## src/rtl/tpwm_consts.svh

```systemverilog
// constants of the timer, pulse and watchdog block
// Function
// - divide-enable set: divide counter clock by 2^(code+1), code 0 gives 2, 7 gives 256
// - prescaler divides the selected source only while divide-enable is 1
// - mode field 01 selects pulse generator mode
// - counter starts incrementing once count-enable is written 1
// - pulse mode: match A toggles flip-flop onto output pin, counting continues
// - pulse mode: match B toggles flip-flop again and clears counter
// - writing pulse mode register loads flip-flop with initial value field
// - match A sets status A; timer irq low only while enable A set
// - status B with enable B drives timer irq low; cleared enable masks
// - clearing status A or B releases the timer irq line
// - clock source select picks internal or external clock; internal counts rising
// - external clock counts rising or falling edge per edge select 0 or 1
// - mode field 10 selects watchdog mode
// - watchdog match A sets watchdog status, irq low if enabled; writing 1 ignored
// - writing watchdog clear clears counter, bit returns to 0 by itself
// - count-enable clear stops watchdog only while disable bit is 1
// - watchdog irq enable cannot be cleared while disable bit is 0
// - disable bit self-clears once watchdog is disabled by either method
// - counter read register shows current count
// - interval zero-clear: status set, irq asserted and counter cleared on match cycle
// - watchdog match goes out on its own request line, not on the timer irq used by interval mode
// - mode field 00 selects interval timer mode
// - interval: zero-clear 0 stops at match A, 1 clears and restarts
// - writing 0 to interval status releases irq; writing 1 ignored
`ifndef TPWM_CONSTS_SVH
`define TPWM_CONSTS_SVH
`define TPWM_ADDR_CTRL    8'h00
`define TPWM_ADDR_CMPA    8'h04
`define TPWM_ADDR_CMPB    8'h08
`define TPWM_ADDR_DIV     8'h0C
`define TPWM_ADDR_IVAL    8'h10
`define TPWM_ADDR_PULSE   8'h14
`define TPWM_ADDR_WDOG    8'h18
`define TPWM_ADDR_STAT    8'h1C
`define TPWM_ADDR_COUNT   8'h20
`define TPWM_MODE_IVAL    2'h0
`define TPWM_MODE_PULSE   2'h1
`define TPWM_MODE_WDOG    2'h2
// control register fields
`define TPWM_CTRL_CE      0
`define TPWM_CTRL_CCS     1
`define TPWM_CTRL_DIVEN   2
`define TPWM_CTRL_EDGE    3
`define TPWM_CTRL_MODE    4
// interval mode register
`define TPWM_IVAL_IE      0
`define TPWM_IVAL_ZC      1
// pulse mode register
`define TPWM_PULSE_FFI    0
`define TPWM_PULSE_AE     1
`define TPWM_PULSE_BE     2
// watchdog mode register
`define TPWM_WDOG_IE      0
`define TPWM_WDOG_CLR     1
`define TPWM_WDOG_DIS     2
// status register
`define TPWM_STAT_IVAL    0
`define TPWM_STAT_PA      1
`define TPWM_STAT_PB      2
`define TPWM_STAT_WD      3
`define TPWM_CMPA_RESET   24'hFFFFFF
`define TPWM_CMPB_RESET   24'h0FFFFF
`define TPWM_WATCHDOG_DISABLE_RESET   1'h0
`endif

```

## src/rtl/tpwm_pkg.sv

```systemverilog
// types of the timer, pulse and watchdog block
package tpwm_pkg;
  typedef enum logic [2:0] {
    TPWM_IDLE  = 3'b001,
    TPWM_WDATA = 3'b010,
    TPWM_RDATA = 3'b100
  } tpwm_bus_t;
endpackage : tpwm_pkg

```

## src/rtl/tpwm_timer.sv

```systemverilog
// timer with interval, pulse and watchdog modes behind an ahb-lite slave
`include "tpwm_consts.svh"
module tpwm_timer #(
  parameter int CW = 24
) (
  input  wire logic          core_clk,
  input  wire logic          rst_n,
  input  wire logic          hsel,
  input  wire logic [31:0]   haddr,
  input  wire logic [1:0]    htrans,
  input  wire logic          hwrite,
  input  wire logic [2:0]    hsize,
  input  wire logic [31:0]   hwdata,
  input  wire logic          hready,
  output logic      [31:0]   hrdata,
  output logic               hreadyout,
  output logic               hresp,
  input  wire logic          ext_clk,
  output logic               flipflop_out_pin,
  output logic               timer_irq_n,
  output logic               watchdog_irq_n
);

  if (CW != 24) begin : g_cw_check
    $error("tpwm_timer: counter width must be 24");
  end

  typedef struct packed {
    tpwm_pkg::tpwm_bus_t bus;
    logic [7:0]   addr;
    logic [31:0]  rdata;
    logic         count_enable;
    logic         clock_source_select;
    logic         divide_enable;
    logic         ext_edge_select;
    logic [1:0]   timer_mode_field;
    logic [23:0]  compare_value_a;
    logic [23:0]  compare_value_b;
    logic [2:0]   divide_code;
    logic         interval_irq_enable;
    logic         zero_clear_enable;
    logic         flipflop_initial_value;
    logic         pulse_a_irq_enable;
    logic         pulse_b_irq_enable;
    logic         watchdog_irq_enable;
    logic         watchdog_clear;
    logic         watchdog_disable;
    logic         interval_status;
    logic         pulse_a_status;
    logic         pulse_b_status;
    logic         watchdog_status;
    logic         stopped;
    logic [23:0]  count;
    logic [7:0]   prescale;
    logic [1:0]   ext_sync;
    logic         ext_prev;
    logic         timer_ff;
    logic         timer_irq_n;
    logic         watchdog_irq_n;
  } tpwm_state_t;

  tpwm_state_t s;
  tpwm_state_t next_s;

  function automatic logic [7:0] tpwm_div_mask(input logic [2:0] code);
    tpwm_div_mask = 8'hFF >> (3'h7 - code);
  endfunction : tpwm_div_mask

  logic        wr_take;
  logic        rd_take;
  logic        src_tick;
  logic        tick;
  logic        run;
  logic        match_a;
  logic        match_b;
  logic [31:0] wd;

  //////////////////////////////////////////////////////////////////////////////
  always_comb begin
    next_s = s;
    wd     = hwdata;
    wr_take = 1'b0;
    rd_take = 1'b0;
    // bus: one wait-free slave, data phase follows address phase
    next_s.bus = tpwm_pkg::TPWM_IDLE;
    if (s.bus == tpwm_pkg::TPWM_WDATA) begin
      wr_take = 1'b1;
    end
    if (hsel && htrans[1] && hready) begin
      next_s.addr = haddr[7:0];
      next_s.bus  = hwrite ? tpwm_pkg::TPWM_WDATA : tpwm_pkg::TPWM_RDATA;
      rd_take     = !hwrite;
    end
    // external clock edge detect after two-stage sync
    next_s.ext_sync = {s.ext_sync[0], ext_clk};
    next_s.ext_prev = s.ext_sync[1];
    src_tick = s.clock_source_select ?
               (s.ext_edge_select ? (s.ext_prev && !s.ext_sync[1])
                                  : (!s.ext_prev && s.ext_sync[1])) : 1'b1;
    // count-enable gates every tick; the watchdog lock lives in the write path
    run = s.count_enable && !s.stopped;
    tick = 1'b0;
    if (run && src_tick) begin
      if (s.divide_enable) begin
        next_s.prescale = s.prescale + 8'h01;
        if ((s.prescale & tpwm_div_mask(s.divide_code)) ==
            tpwm_div_mask(s.divide_code)) begin
          tick = 1'b1;
          next_s.prescale = 8'h00;
        end
      end else begin
        tick = 1'b1;
      end
    end
    match_a = tick && (s.count == s.compare_value_a);
    match_b = tick && (s.count == s.compare_value_b);
    if (tick) begin
      next_s.count = s.count + 24'h000001;
    end
    case (s.timer_mode_field)
      `TPWM_MODE_PULSE: begin
        if (match_a) begin
          next_s.timer_ff       = !s.timer_ff;
          next_s.pulse_a_status = 1'b1;
        end
        if (match_b) begin
          next_s.timer_ff       = !s.timer_ff;
          next_s.count          = 24'h000000;
          next_s.pulse_b_status = 1'b1;
        end
      end
      `TPWM_MODE_WDOG: begin
        if (match_a) begin
          next_s.watchdog_status = 1'b1;
          next_s.count           = 24'h000000;
        end
      end
      default: begin
        if (match_a) begin
          next_s.interval_status = 1'b1;
          if (s.zero_clear_enable) begin
            next_s.count = 24'h000000;
          end else begin
            next_s.count   = s.count;
            next_s.stopped = 1'b1;
          end
        end
      end
    endcase
    if (s.watchdog_clear) begin
      next_s.count          = 24'h000000;
      next_s.watchdog_clear = 1'b0;
    end
    // register writes; hardware sets win over software clears
    if (wr_take) begin
      case (s.addr)
        `TPWM_ADDR_CTRL: begin
          // a running watchdog refuses the stop unless its disable bit is set
          next_s.count_enable        = wd[`TPWM_CTRL_CE] ||
            (s.timer_mode_field == `TPWM_MODE_WDOG && s.count_enable &&
             !s.watchdog_disable);
          next_s.clock_source_select = wd[`TPWM_CTRL_CCS];
          next_s.divide_enable       = wd[`TPWM_CTRL_DIVEN];
          next_s.ext_edge_select     = wd[`TPWM_CTRL_EDGE];
          next_s.timer_mode_field    = wd[`TPWM_CTRL_MODE +: 2];
          next_s.stopped             = 1'b0;
          next_s.prescale            = 8'h00;
          if (!wd[`TPWM_CTRL_CE] && s.watchdog_disable) begin
            next_s.watchdog_disable = 1'b0;
          end
        end
        `TPWM_ADDR_CMPA: next_s.compare_value_a = wd[23:0];
        `TPWM_ADDR_CMPB: next_s.compare_value_b = wd[23:0];
        `TPWM_ADDR_DIV:  next_s.divide_code     = wd[2:0];
        `TPWM_ADDR_IVAL: begin
          next_s.interval_irq_enable = wd[`TPWM_IVAL_IE];
          next_s.zero_clear_enable   = wd[`TPWM_IVAL_ZC];
        end
        `TPWM_ADDR_PULSE: begin
          next_s.flipflop_initial_value = wd[`TPWM_PULSE_FFI];
          next_s.pulse_a_irq_enable     = wd[`TPWM_PULSE_AE];
          next_s.pulse_b_irq_enable     = wd[`TPWM_PULSE_BE];
          next_s.timer_ff               = wd[`TPWM_PULSE_FFI];
        end
        `TPWM_ADDR_WDOG: begin
          next_s.watchdog_disable = wd[`TPWM_WDOG_DIS];
          if (wd[`TPWM_WDOG_CLR]) begin
            next_s.watchdog_clear = 1'b1;
          end
          if (wd[`TPWM_WDOG_IE] || !s.watchdog_disable) begin
            next_s.watchdog_irq_enable =
              wd[`TPWM_WDOG_IE] | s.watchdog_irq_enable;
          end else begin
            next_s.watchdog_irq_enable = 1'b0;
            next_s.watchdog_disable    = 1'b0;
          end
        end
        `TPWM_ADDR_STAT: begin
          // only zero writes clear; ones are ignored
          // mode 11 runs as interval, so its match must win as well
          if (!wd[`TPWM_STAT_IVAL] && !(match_a && s.timer_mode_field !=
              `TPWM_MODE_PULSE && s.timer_mode_field != `TPWM_MODE_WDOG)) begin
            next_s.interval_status = 1'b0;
          end
          if (!wd[`TPWM_STAT_PA] && !(match_a &&
              s.timer_mode_field == `TPWM_MODE_PULSE)) begin
            next_s.pulse_a_status = 1'b0;
          end
          if (!wd[`TPWM_STAT_PB] && !(match_b &&
              s.timer_mode_field == `TPWM_MODE_PULSE)) begin
            next_s.pulse_b_status = 1'b0;
          end
        end
        default: begin
        end
      endcase
    end
    // irq lines computed from next state so they move with the status bit
    next_s.timer_irq_n = !((next_s.interval_status && next_s.interval_irq_enable) ||
                           (next_s.pulse_a_status && next_s.pulse_a_irq_enable) ||
                           (next_s.pulse_b_status && next_s.pulse_b_irq_enable));
    next_s.watchdog_irq_n = !(next_s.watchdog_status && next_s.watchdog_irq_enable);
    // read data
    next_s.rdata = 32'h00000000;
    if (rd_take) begin
      case (haddr[7:0])
        `TPWM_ADDR_CTRL:  next_s.rdata = {26'h0, s.timer_mode_field, s.ext_edge_select,
                                          s.divide_enable, s.clock_source_select,
                                          s.count_enable};
        `TPWM_ADDR_CMPA:  next_s.rdata = {8'h00, s.compare_value_a};
        `TPWM_ADDR_CMPB:  next_s.rdata = {8'h00, s.compare_value_b};
        `TPWM_ADDR_DIV:   next_s.rdata = {29'h0, s.divide_code};
        `TPWM_ADDR_IVAL:  next_s.rdata = {30'h0, s.zero_clear_enable,
                                          s.interval_irq_enable};
        `TPWM_ADDR_PULSE: next_s.rdata = {29'h0, s.pulse_b_irq_enable,
                                          s.pulse_a_irq_enable, s.flipflop_initial_value};
        `TPWM_ADDR_WDOG:  next_s.rdata = {29'h0, s.watchdog_disable, s.watchdog_clear,
                                          s.watchdog_irq_enable};
        `TPWM_ADDR_STAT:  next_s.rdata = {28'h0, s.watchdog_status, s.pulse_b_status,
                                          s.pulse_a_status, s.interval_status};
        `TPWM_ADDR_COUNT: next_s.rdata = {8'h00, s.count};
        default:          next_s.rdata = 32'h00000000;
      endcase
    end
  end

  //////////////////////////////////////////////////////////////////////////////
  always_ff @(posedge core_clk) begin
    if (!rst_n) begin
      s                  <= '0;
      s.bus              <= tpwm_pkg::TPWM_IDLE;
      s.compare_value_a  <= `TPWM_CMPA_RESET;
      s.compare_value_b  <= `TPWM_CMPB_RESET;
      s.watchdog_disable <= `TPWM_WATCHDOG_DISABLE_RESET;
      s.timer_irq_n      <= 1'b1;
      s.watchdog_irq_n   <= 1'b1;
    end else begin
      s <= next_s;
    end
  end

  assign hrdata           = s.rdata;
  assign hreadyout        = 1'b1;
  assign hresp            = 1'b0;
  assign flipflop_out_pin = s.timer_ff;
  assign timer_irq_n      = s.timer_irq_n;
  assign watchdog_irq_n   = s.watchdog_irq_n;

  //////////////////////////////////////////////////////////////////////////////
  a_pulse_a_toggle: assert property (@(posedge core_clk) disable iff (!rst_n)
    (s.timer_mode_field == `TPWM_MODE_PULSE && match_a && !match_b && !wr_take)
      |=> flipflop_out_pin != $past(flipflop_out_pin))
    else $error("pulse flip-flop did not toggle at match A");
  a_pulse_b_clear: assert property (@(posedge core_clk) disable iff (!rst_n)
    (s.timer_mode_field == `TPWM_MODE_PULSE && match_b && !wr_take)
      |=> s.count == 24'h000000)
    else $error("counter not cleared at match B");
  a_ival_status: assert property (@(posedge core_clk) disable iff (!rst_n)
    (s.timer_mode_field == `TPWM_MODE_IVAL && match_a && s.interval_irq_enable)
      |=> s.interval_status && !timer_irq_n)
    else $error("interval match did not raise irq");
  a_ival_stop: assert property (@(posedge core_clk) disable iff (!rst_n)
    (s.stopped && !wr_take && !s.watchdog_clear) |=> $stable(s.count))
    else $error("interval counter moved while stopped");
  a_wdog_irq: assert property (@(posedge core_clk) disable iff (!rst_n)
    (s.watchdog_status && s.watchdog_irq_enable) |-> !watchdog_irq_n)
    else $error("watchdog request not asserted");
  a_wdog_clr_self: assert property (@(posedge core_clk) disable iff (!rst_n)
    s.watchdog_clear && !wr_take |=> !s.watchdog_clear && s.count == 24'h000000)
    else $error("watchdog clear did not clear count");
  a_wdog_ie_lock: assert property (@(posedge core_clk) disable iff (!rst_n)
    (s.watchdog_irq_enable && !s.watchdog_disable) |=> s.watchdog_irq_enable)
    else $error("watchdog enable cleared while locked");
  a_count_hold: assert property (@(posedge core_clk) disable iff (!rst_n)
    (!tick && !s.watchdog_clear && !wr_take) |=> $stable(s.count))
    else $error("counter moved without tick");
  a_div_enable: assert property (@(posedge core_clk) disable iff (!rst_n)
    (run && src_tick && !s.divide_enable) |-> tick)
    else $error("undivided source did not tick");
  a_irq_masked: assert property (@(posedge core_clk) disable iff (!rst_n)
    (!s.interval_irq_enable && !s.pulse_a_irq_enable && !s.pulse_b_irq_enable)
      |-> timer_irq_n)
    else $error("timer irq low with every source masked");
  a_pa_status: assert property (@(posedge core_clk) disable iff (!rst_n)
    (s.timer_mode_field == `TPWM_MODE_PULSE && match_a) |=> s.pulse_a_status)
    else $error("match A did not set pulse A status");
  a_pb_status: assert property (@(posedge core_clk) disable iff (!rst_n)
    (s.timer_mode_field == `TPWM_MODE_PULSE && match_b) |=> s.pulse_b_status)
    else $error("match B did not set pulse B status");
  a_pa_irq: assert property (@(posedge core_clk) disable iff (!rst_n)
    (s.timer_mode_field == `TPWM_MODE_PULSE && match_a && s.pulse_a_irq_enable &&
     !wr_take) |=> !timer_irq_n)
    else $error("enabled match A did not pull timer irq low");
  a_pb_irq: assert property (@(posedge core_clk) disable iff (!rst_n)
    (s.timer_mode_field == `TPWM_MODE_PULSE && match_b && s.pulse_b_irq_enable &&
     !wr_take) |=> !timer_irq_n)
    else $error("enabled match B did not pull timer irq low");
  a_wdog_status: assert property (@(posedge core_clk) disable iff (!rst_n)
    (s.timer_mode_field == `TPWM_MODE_WDOG && match_a) |=> s.watchdog_status)
    else $error("watchdog match did not set status");
  a_wdog_sticky: assert property (@(posedge core_clk) disable iff (!rst_n)
    s.watchdog_status |=> s.watchdog_status)
    else $error("watchdog status cleared by software");
  a_wdog_wrap: assert property (@(posedge core_clk) disable iff (!rst_n)
    (s.timer_mode_field == `TPWM_MODE_WDOG && match_a) |=> s.count == 24'h000000)
    else $error("watchdog match did not restart the count");
  a_ff_init: assert property (@(posedge core_clk) disable iff (!rst_n)
    (wr_take && s.addr == `TPWM_ADDR_PULSE)
      |=> flipflop_out_pin == $past(hwdata[`TPWM_PULSE_FFI]))
    else $error("flip-flop not loaded from initial value");
  a_ce_lock: assert property (@(posedge core_clk) disable iff (!rst_n)
    (s.timer_mode_field == `TPWM_MODE_WDOG && s.count_enable && !s.watchdog_disable)
      |=> s.count_enable)
    else $error("locked watchdog was stopped");
  a_ce_stop: assert property (@(posedge core_clk) disable iff (!rst_n)
    !s.count_enable |-> !tick)
    else $error("tick while count-enable clear");
  a_tick_step: assert property (@(posedge core_clk) disable iff (!rst_n)
    (tick && !match_a && !match_b && !s.watchdog_clear)
      |=> s.count == $past(s.count) + 24'h000001)
    else $error("counter did not advance by one");
  a_ival_hold: assert property (@(posedge core_clk) disable iff (!rst_n)
    (s.timer_mode_field == `TPWM_MODE_IVAL && match_a && !s.zero_clear_enable &&
     !s.watchdog_clear && !wr_take) |=> s.stopped && s.count == $past(s.count))
    else $error("interval count not held at match");
  a_watchdog_disable_self: assert property (@(posedge core_clk) disable iff (!rst_n)
    (wr_take && s.addr == `TPWM_ADDR_CTRL && !hwdata[`TPWM_CTRL_CE] &&
     s.watchdog_disable) |=> !s.watchdog_disable)
    else $error("disable bit kept after stop");
  a_stat_ones: assert property (@(posedge core_clk) disable iff (!rst_n)
    (wr_take && s.addr == `TPWM_ADDR_STAT && hwdata[`TPWM_STAT_IVAL] &&
     s.interval_status) |=> s.interval_status)
    else $error("writing one cleared interval status");
  a_ext_edge: assert property (@(posedge core_clk) disable iff (!rst_n)
    (s.clock_source_select && src_tick) |-> s.ext_sync[1] != s.ext_edge_select)
    else $error("external tick on the wrong edge");
  a_read_count: assert property (@(posedge core_clk) disable iff (!rst_n)
    (rd_take && haddr[7:0] == `TPWM_ADDR_COUNT)
      |=> hrdata == {8'h00, $past(s.count)})
    else $error("count read does not show the counter");

endmodule : tpwm_timer

```

## config.mk

```make
export PLATFORM = sky130hd
export DESIGN_NAME = tpwm_timer
export DESIGN_NICKNAME = d
export VERILOG_FILES = /design/src/rtl/tpwm_pkg.sv /design/src/rtl/tpwm_timer.sv
export VERILOG_INCLUDE_DIRS = /design/src /design/src/rtl
export SDC_FILE = /design/constraint.sdc
export NUM_CORES = 1
export LEC_CHECK = 0
export BUFFER_PORTS_ARGS = -buffer_cell sky130_fd_sc_hd__buf_2
export CORE_UTILIZATION = 45
export DETAILED_ROUTE_END_ITERATION = 12
export MAX_ROUTING_LAYER = met4
export PLACE_DENSITY = 0.77
export SYNTH_ARGS = -nofsm -noshare
export SYNTH_HDL_FRONTEND = slang
export SYNTH_SLANG_ARGS = --single-unit
```

## constraint.sdc

```tcl
create_clock -name core_clk -period 2.7 [get_ports core_clk]
set_input_delay 0.405 -clock core_clk [delete_from_list [all_inputs] [get_ports core_clk]]
set_output_delay 0.405 -clock core_clk [all_outputs]
set_load 0.02 [all_outputs]
```

Yosys cells after proc, flatten, opt, wreduce, memory -nomap -nowiden
Cells that the tools add are included.
Widths: inputs -> output; s select.
{"block": "word_totals", "reg_bits": 151, "inputBits": 75, "output_inout_bits": 37}
{"block": "op_classes", "add_sub_neg": 3, "eq_ne": 25, "shifts": 1, "n_mux": 49, "bitwise_logic": 3, "n_reduce_logical": 55}
{"operator": "$pmux 24 s9", "count": 1}
{"operator": "$mux 24", "count": 4}
{"operator": "$eq 8x5->1 const B", "count": 8}
{"operator": "$eq 24x24->1", "count": 2}
{"operator": "$pmux 24 s2", "count": 1}
{"operator": "$mux 8", "count": 5}
{"operator": "$eq 8x4->1 const B", "count": 4}
{"operator": "$mux 1", "count": 29}
{"operator": "$mux 25", "count": 1}
{"operator": "$add 24x1->24 const B", "count": 1}
{"operator": "$logic_and 1x1->1", "count": 22}
{"operator": "$eq 8x3->1 const B", "count": 2}
{"operator": "$logic_not 8->1", "count": 2}
{"operator": "$reduce_and 2->1", "count": 8}
{"operator": "$logic_not 1->1", "count": 14}
{"operator": "$mux 11", "count": 1}
{"operator": "$mux 3", "count": 3}
{"operator": "$add 8x1->8 const B", "count": 1}
{"operator": "$and 8x8->8", "count": 1}
{"operator": "$eq 8x6->1 const B", "count": 1}
{"operator": "$eq 8x8->1", "count": 1}
{"operator": "$shr 8x3->8 const A", "count": 1}
{"operator": "$mux 2", "count": 3}
{"operator": "$reduce_and 3->1", "count": 2}
{"operator": "other kinds (13)", "count": 18}

Depth between registers and ports, before layout
{"block": "depth", "ltp_word": 19, "mapped_depth": 10, "ltp_nobuf": 8}

Least setup slack after synthesis
Ideal clock, no wire load.
{"block": "synth_timing", "path_kind": "reg2reg", "startpoint": "reg s[26] (netlist name)", "endpoint": "reg s[14] (netlist name)", "setup_time_ns": 0.133, "t_arrival_ns": 2.257, "setup_slack_ns": 0.309, "path_stages_with_launch": 11, "path_buffers": 3, "period_less_slack_ns": 2.391, "path_cell_list": "dfxtp_1 > clkbuf_1 > xnor2_1 > nand4_1 > nor4_1 > and2_1 > clkbuf_1 > a41oi_1 > o21ai_1 > buf_2 > nor3_1"}
{"block": "synth_via", "elab_chain_cells": 4}
{"item": "start, declared", "line": "tpwm_timer.sv:62", "text": "tpwm_state_t s;"}
{"item": "start signal, assigned", "line": "tpwm_timer.sv:258", "text": "s <= next_s;"}
{"item": "$eq 24x24->1 (on tied branches)", "line": "tpwm_timer.sv:115, tpwm_timer.sv:116"}
{"item": "$logic_and 1x1->1 (on tied branches)", "line": "tpwm_timer.sv:115, tpwm_timer.sv:116"}
{"item": "$mux 25, or another cell as far along", "line": "tpwm_timer.sv:139", "text": "if (match_a) begin"}
{"item": "$pmux 24 s2", "line": "tpwm_timer.sv:120", "text": "case (s.timer_mode_field)"}
Several ways; a longest one is shown, not always the timed one.
A chain may end at the register's enable or synchronous reset.

Worst setup path after layout
{"block": "layout_timing", "startpoint": "reg s[104] (netlist name)", "endpoint": "reg s[37] (netlist name)"}
{"block": "layout_via", "elab_chain_cells": 7}
{"item": "$mux 1 (*)", "line": "tpwm_timer.sv:98", "text": "(s.ext_edge_select ? (s.ext_prev && !s.ext_sync[1])"}
{"item": "$mux 1 (*)", "line": "tpwm_timer.sv:97", "text": "src_tick = s.clock_source_select ?"}
{"item": "$logic_and 1x1->1 (*)", "line": "tpwm_timer.sv:103", "text": "if (run && src_tick) begin"}
{"item": "$mux 1 (*)", "line": "tpwm_timer.sv:103"}
{"item": "$mux 24, or another cell as far along", "line": "tpwm_timer.sv:117", "text": "if (tick) begin"}
{"item": "$mux 25, or another cell as far along", "line": "tpwm_timer.sv:139"}
{"item": "$pmux 24 s2", "line": "tpwm_timer.sv:120"}
Every way passes the cells marked *; elsewhere a longest branch is shown, timed or not.

==> out/metrics.csv <==
stage,metric,value,unit
status,status,"complete, no violations",
power_and_ir_drop,combPwrFrac,3.0,%
critical_path,rr_startpoint,s[104],
power_and_ir_drop,netSwitchingPower,1.00,mW
job,cap_viol_max_count,0,
power_and_ir_drop,p_leak,3.13,nW
final_layout,drive_above_1_share,15.2,%
synth,synthMuxAreaShare,3.43,%
synth,synth-compound-area-share,12.6,%
route,wire_per_inst,17.1,µm
critical_path,arrival,2.86,ns
synth,synth_cell_types,57,
floorplan,die_y,127,µm
floorplan,rows,45,
synth,yosysWarnings,0,
synth,synth.avg_cell_area,8.05,µm²
final_layout,diodes,0,
route,vias,6365,
grt,met1_usage,32.2,%
sta,skew,0.00627,ns
critical_path,critical_path_required,3.03,ns
floorplan,coreArea,0.0153,mm²
critical_path,cp_max_fo,16,
route,totalWireLength,19.3,mm
route,final_antenna_net_count,0,
min_path,hp-class,primary input to flip-flop,
critical_path,endpoint_kind,flip-flop,
min_path,hold_depth,2,
route,viasPerCell,5.65,
power_and_ir_drop,p_seq_share,43.6,%
floorplan,io_pins,112,
final_layout,syn_to_final_growth,14.8,%
clock_tree,post_cts_resized,0,
place,gp_congestion,0.931,
clock_tree,htree_levels,4,
grt,antenna_found_initial,0,
synth,synthArstFlopShare,0,%
sta,timing.fmax,397,MHz
final_layout,utilization,53.0,%
sta,rsz0062_at_grt,no,
sta,setup_viol,0,
grt,grt_first_pass_wirelength,31.3,mm
synth,synth_edf_count,0,
critical_path,cp-start-kind,flip-flop,
power_and_ir_drop,powerDensity,603,mW/mm²
sta,maxSlewViolCount,0,
floorplan,initial_core_util,46.2,%
place,io_buffers,65,
sta,hold-worst-slack,0.179,ns
critical_path,r2r_cells,7,
clock_tree,cts_tree,done,
synth,ys.flop_type,dfxtp_1,
sta,worst_slack,0.179,ns
clock_tree,path_clk_slew,0.06,ns
critical_path,r2r_slack,0.18,ns
clock_tree,clockRootBuffer,clkbuf_16,
min_path,min-delay-start,hwrite,
synth,synth_top_family_by_area,simple AND/OR/NAND/NOR gates,
critical_path,path_class,flip-flop to flip-flop,
power_and_ir_drop,clockPowerShare,53.3,%
route,drt-initial-drc-count,601,
floorplan,dieWidth,127,µm
power_and_ir_drop,p_int,3.87,mW
clock_tree,clock_latency,0.42,ns
sta,finalCritPeriodShare,93.4,%
critical_path,reg2reg_to,s[37],
synth,syn-instance-count,875,
grt,use_met2,39.5,%
clock_tree,cts.sink_count,143,
power_and_ir_drop,peakVddDrop,393,µV
synth,synthesis.area,0.00704,mm²
final_layout,fin_area,0.00809,mm²
route,route.detailed.drc,0,
floorplan,die-area,0.0162,mm²
route,dr.pass1.iters,5,
synth,synthAdderAreaFrac,0.710,%
grt,overflow,0,
grt,grt_max_degree,38,
sta,setup_tns,0,ns
clock_tree,cts_hold_buf,0,
synth,ys_seq_area_share,40.6,%
synth,synth-seq-cells,143,
grt,grt-busiest-layer,met2,
min_path,hold_end,s[150],
power_and_ir_drop,switching_share,20.5,%
sta,tightest_slew,0.927,ns
place,placed_area,0.00741,mm²
grt,grt_pass1_vias,6058,
clock_tree,cts_made_buffers,17,
final_layout,fin_nets,982,
clock_tree,clockBufferDepth,2,
place,dp_hpwl,13.2,mm
sta,min_period,2.52,ns
sta,hold_viol,0,
sta,slew_headroom,38.2,%
clock_tree,postCtsSetupBuffers,0,
grt,grt_usage,25.5,%
place,pre_cts_slack,0.180,ns
synth,synthSimpleGateAreaFrac,27.1,%
synth,synthXorXnorAreaFrac,7.46,%
grt,met3_usage,5.15,%
-- metal layers --
layer	share of wire, %	wire length [µm]	up-vias
li1	-	-	3040
met1	43	8370	2978
met2	46	8880	287
met3	7.2	1390	60
met4	3.4	661	0
met5	0	0	-
-- state kept, by name, summed over array words and instances, names as in the netlist --
| signal | flops |
|---|---|
| flipflop_out_pin | 1 |
| hrdata | 24 |
| next_s | 2 |
| s | 114 |
| timer_irq_n | 1 |
| watchdog_irq_n | 1 |
-- cells in the mapped netlist (5+ instances only) --
library cell / number / area (µm²)
a22o_1: 5 / 43.8
nor3_1: 21 / 105
nor2_1: 56 / 210
a221oi_1: 6 / 52.6
nor2b_1: 7 / 43.8
a22oi_1: 20 / 150
and2_1: 10 / 62.6
o21ai_0: 22 / 110
buf_1: 7 / 26.3
nor3b_1: 5 / 37.5
or3_1: 10 / 62.6
nand4_1: 21 / 131
inv_1: 15 / 56.3
clkbuf_1: 52 / 195
xnor2_1: 27 / 236
and3_1: 12 / 75.1
a21oi_1: 43 / 215
nand2_1: 155 / 582
nand3_1: 62 / 310
buf_4: 34 / 255
a211oi_1: 15 / 113
nor4_1: 10 / 62.6
mux2i_1: 23 / 230
dfxtp_1: 143 / 2860
xor2_1: 33 / 289
-- cell usage in the layout (no fill, tap or decap), drive strengths merged, types with 5 or more instances in the layout --
cell type and count:
nand2 155, dfxtp 143, buf 97, nand3 62, nor2 56, a21oi 43, xor2 33, xnor2 27
mux2i 23, o21ai 23, nand4 22, nor3 22, clkbuf 22, a22oi 20, inv 16, a211oi 16
and3 12, nor4 10, and2 10, or3 10, conb 10, nor2b 7, a221oi 6, a22o 5
bufinv 5, nor3b 5
-- metrics by stage --
stage	instances	power [mW]
3_5_place_dp	1093	2.32
5_1_grt	1127	5.00
4_1_cts	1125	4.89
2_1_floorplan	883	2.26
3_3_place_gp	1093	2.32
6_report	1127	4.88
-- power groups by stage --
stage,logic (mW),registers [mW],clock network (mW)
2_1_floorplan,0.0977,2.17,0
3_3_place_gp,0.143,2.17,0
3_5_place_dp,0.145,2.17,0
4_1_cts,0.146,2.13,2.61
5_1_grt,0.160,2.13,2.72
6_report,0.148,2.13,2.60
-- cell families after synthesis --
logic type,count (synthesis)
and+or+nand+nor,395
DFF,143
AOI/OAI and AO/OA,135
buffers and inverters,112
xor gates and xnor gates,60
muxes,24
adders and majority gates,4
other,2
-- worst max-delay path, cell delays in order, from the launching register on --
cell,delay (ns)
dfxtp_1,0.34
or3b_1,0.42
a311oi_4,0.37
inv_2,0.11
nor3_4,0.21
nand4_4,0.28
or4_1,0.48
a211oi_1,0.23
-- how the worst max path moves through the flow --
stage	from	endpoint	slack (ns)	depth (start not counted)
finish	s[104]	s[37]	0.18	7
global route	s[104]	s[36]	0.01	8
CTS	s[104]	s[37]	0.17	7
detailed placement	s[104]	s[35]	0.18	7
global placement	s[104]	s[35]	0.24	7
floorplan	s[26]	s[14]	0.31	10
-- area by class of cell --
type,count,area [µm²]
clock buffer,22,474
clock inverter,10,183
fill,1379,7170
inverter,16,60.1
multi-input combinational,628,3660
sequential,143,2860
tap,211,264
timing repair buffer,97,578
No activity file was read; power rests on OpenSTA's default activity.
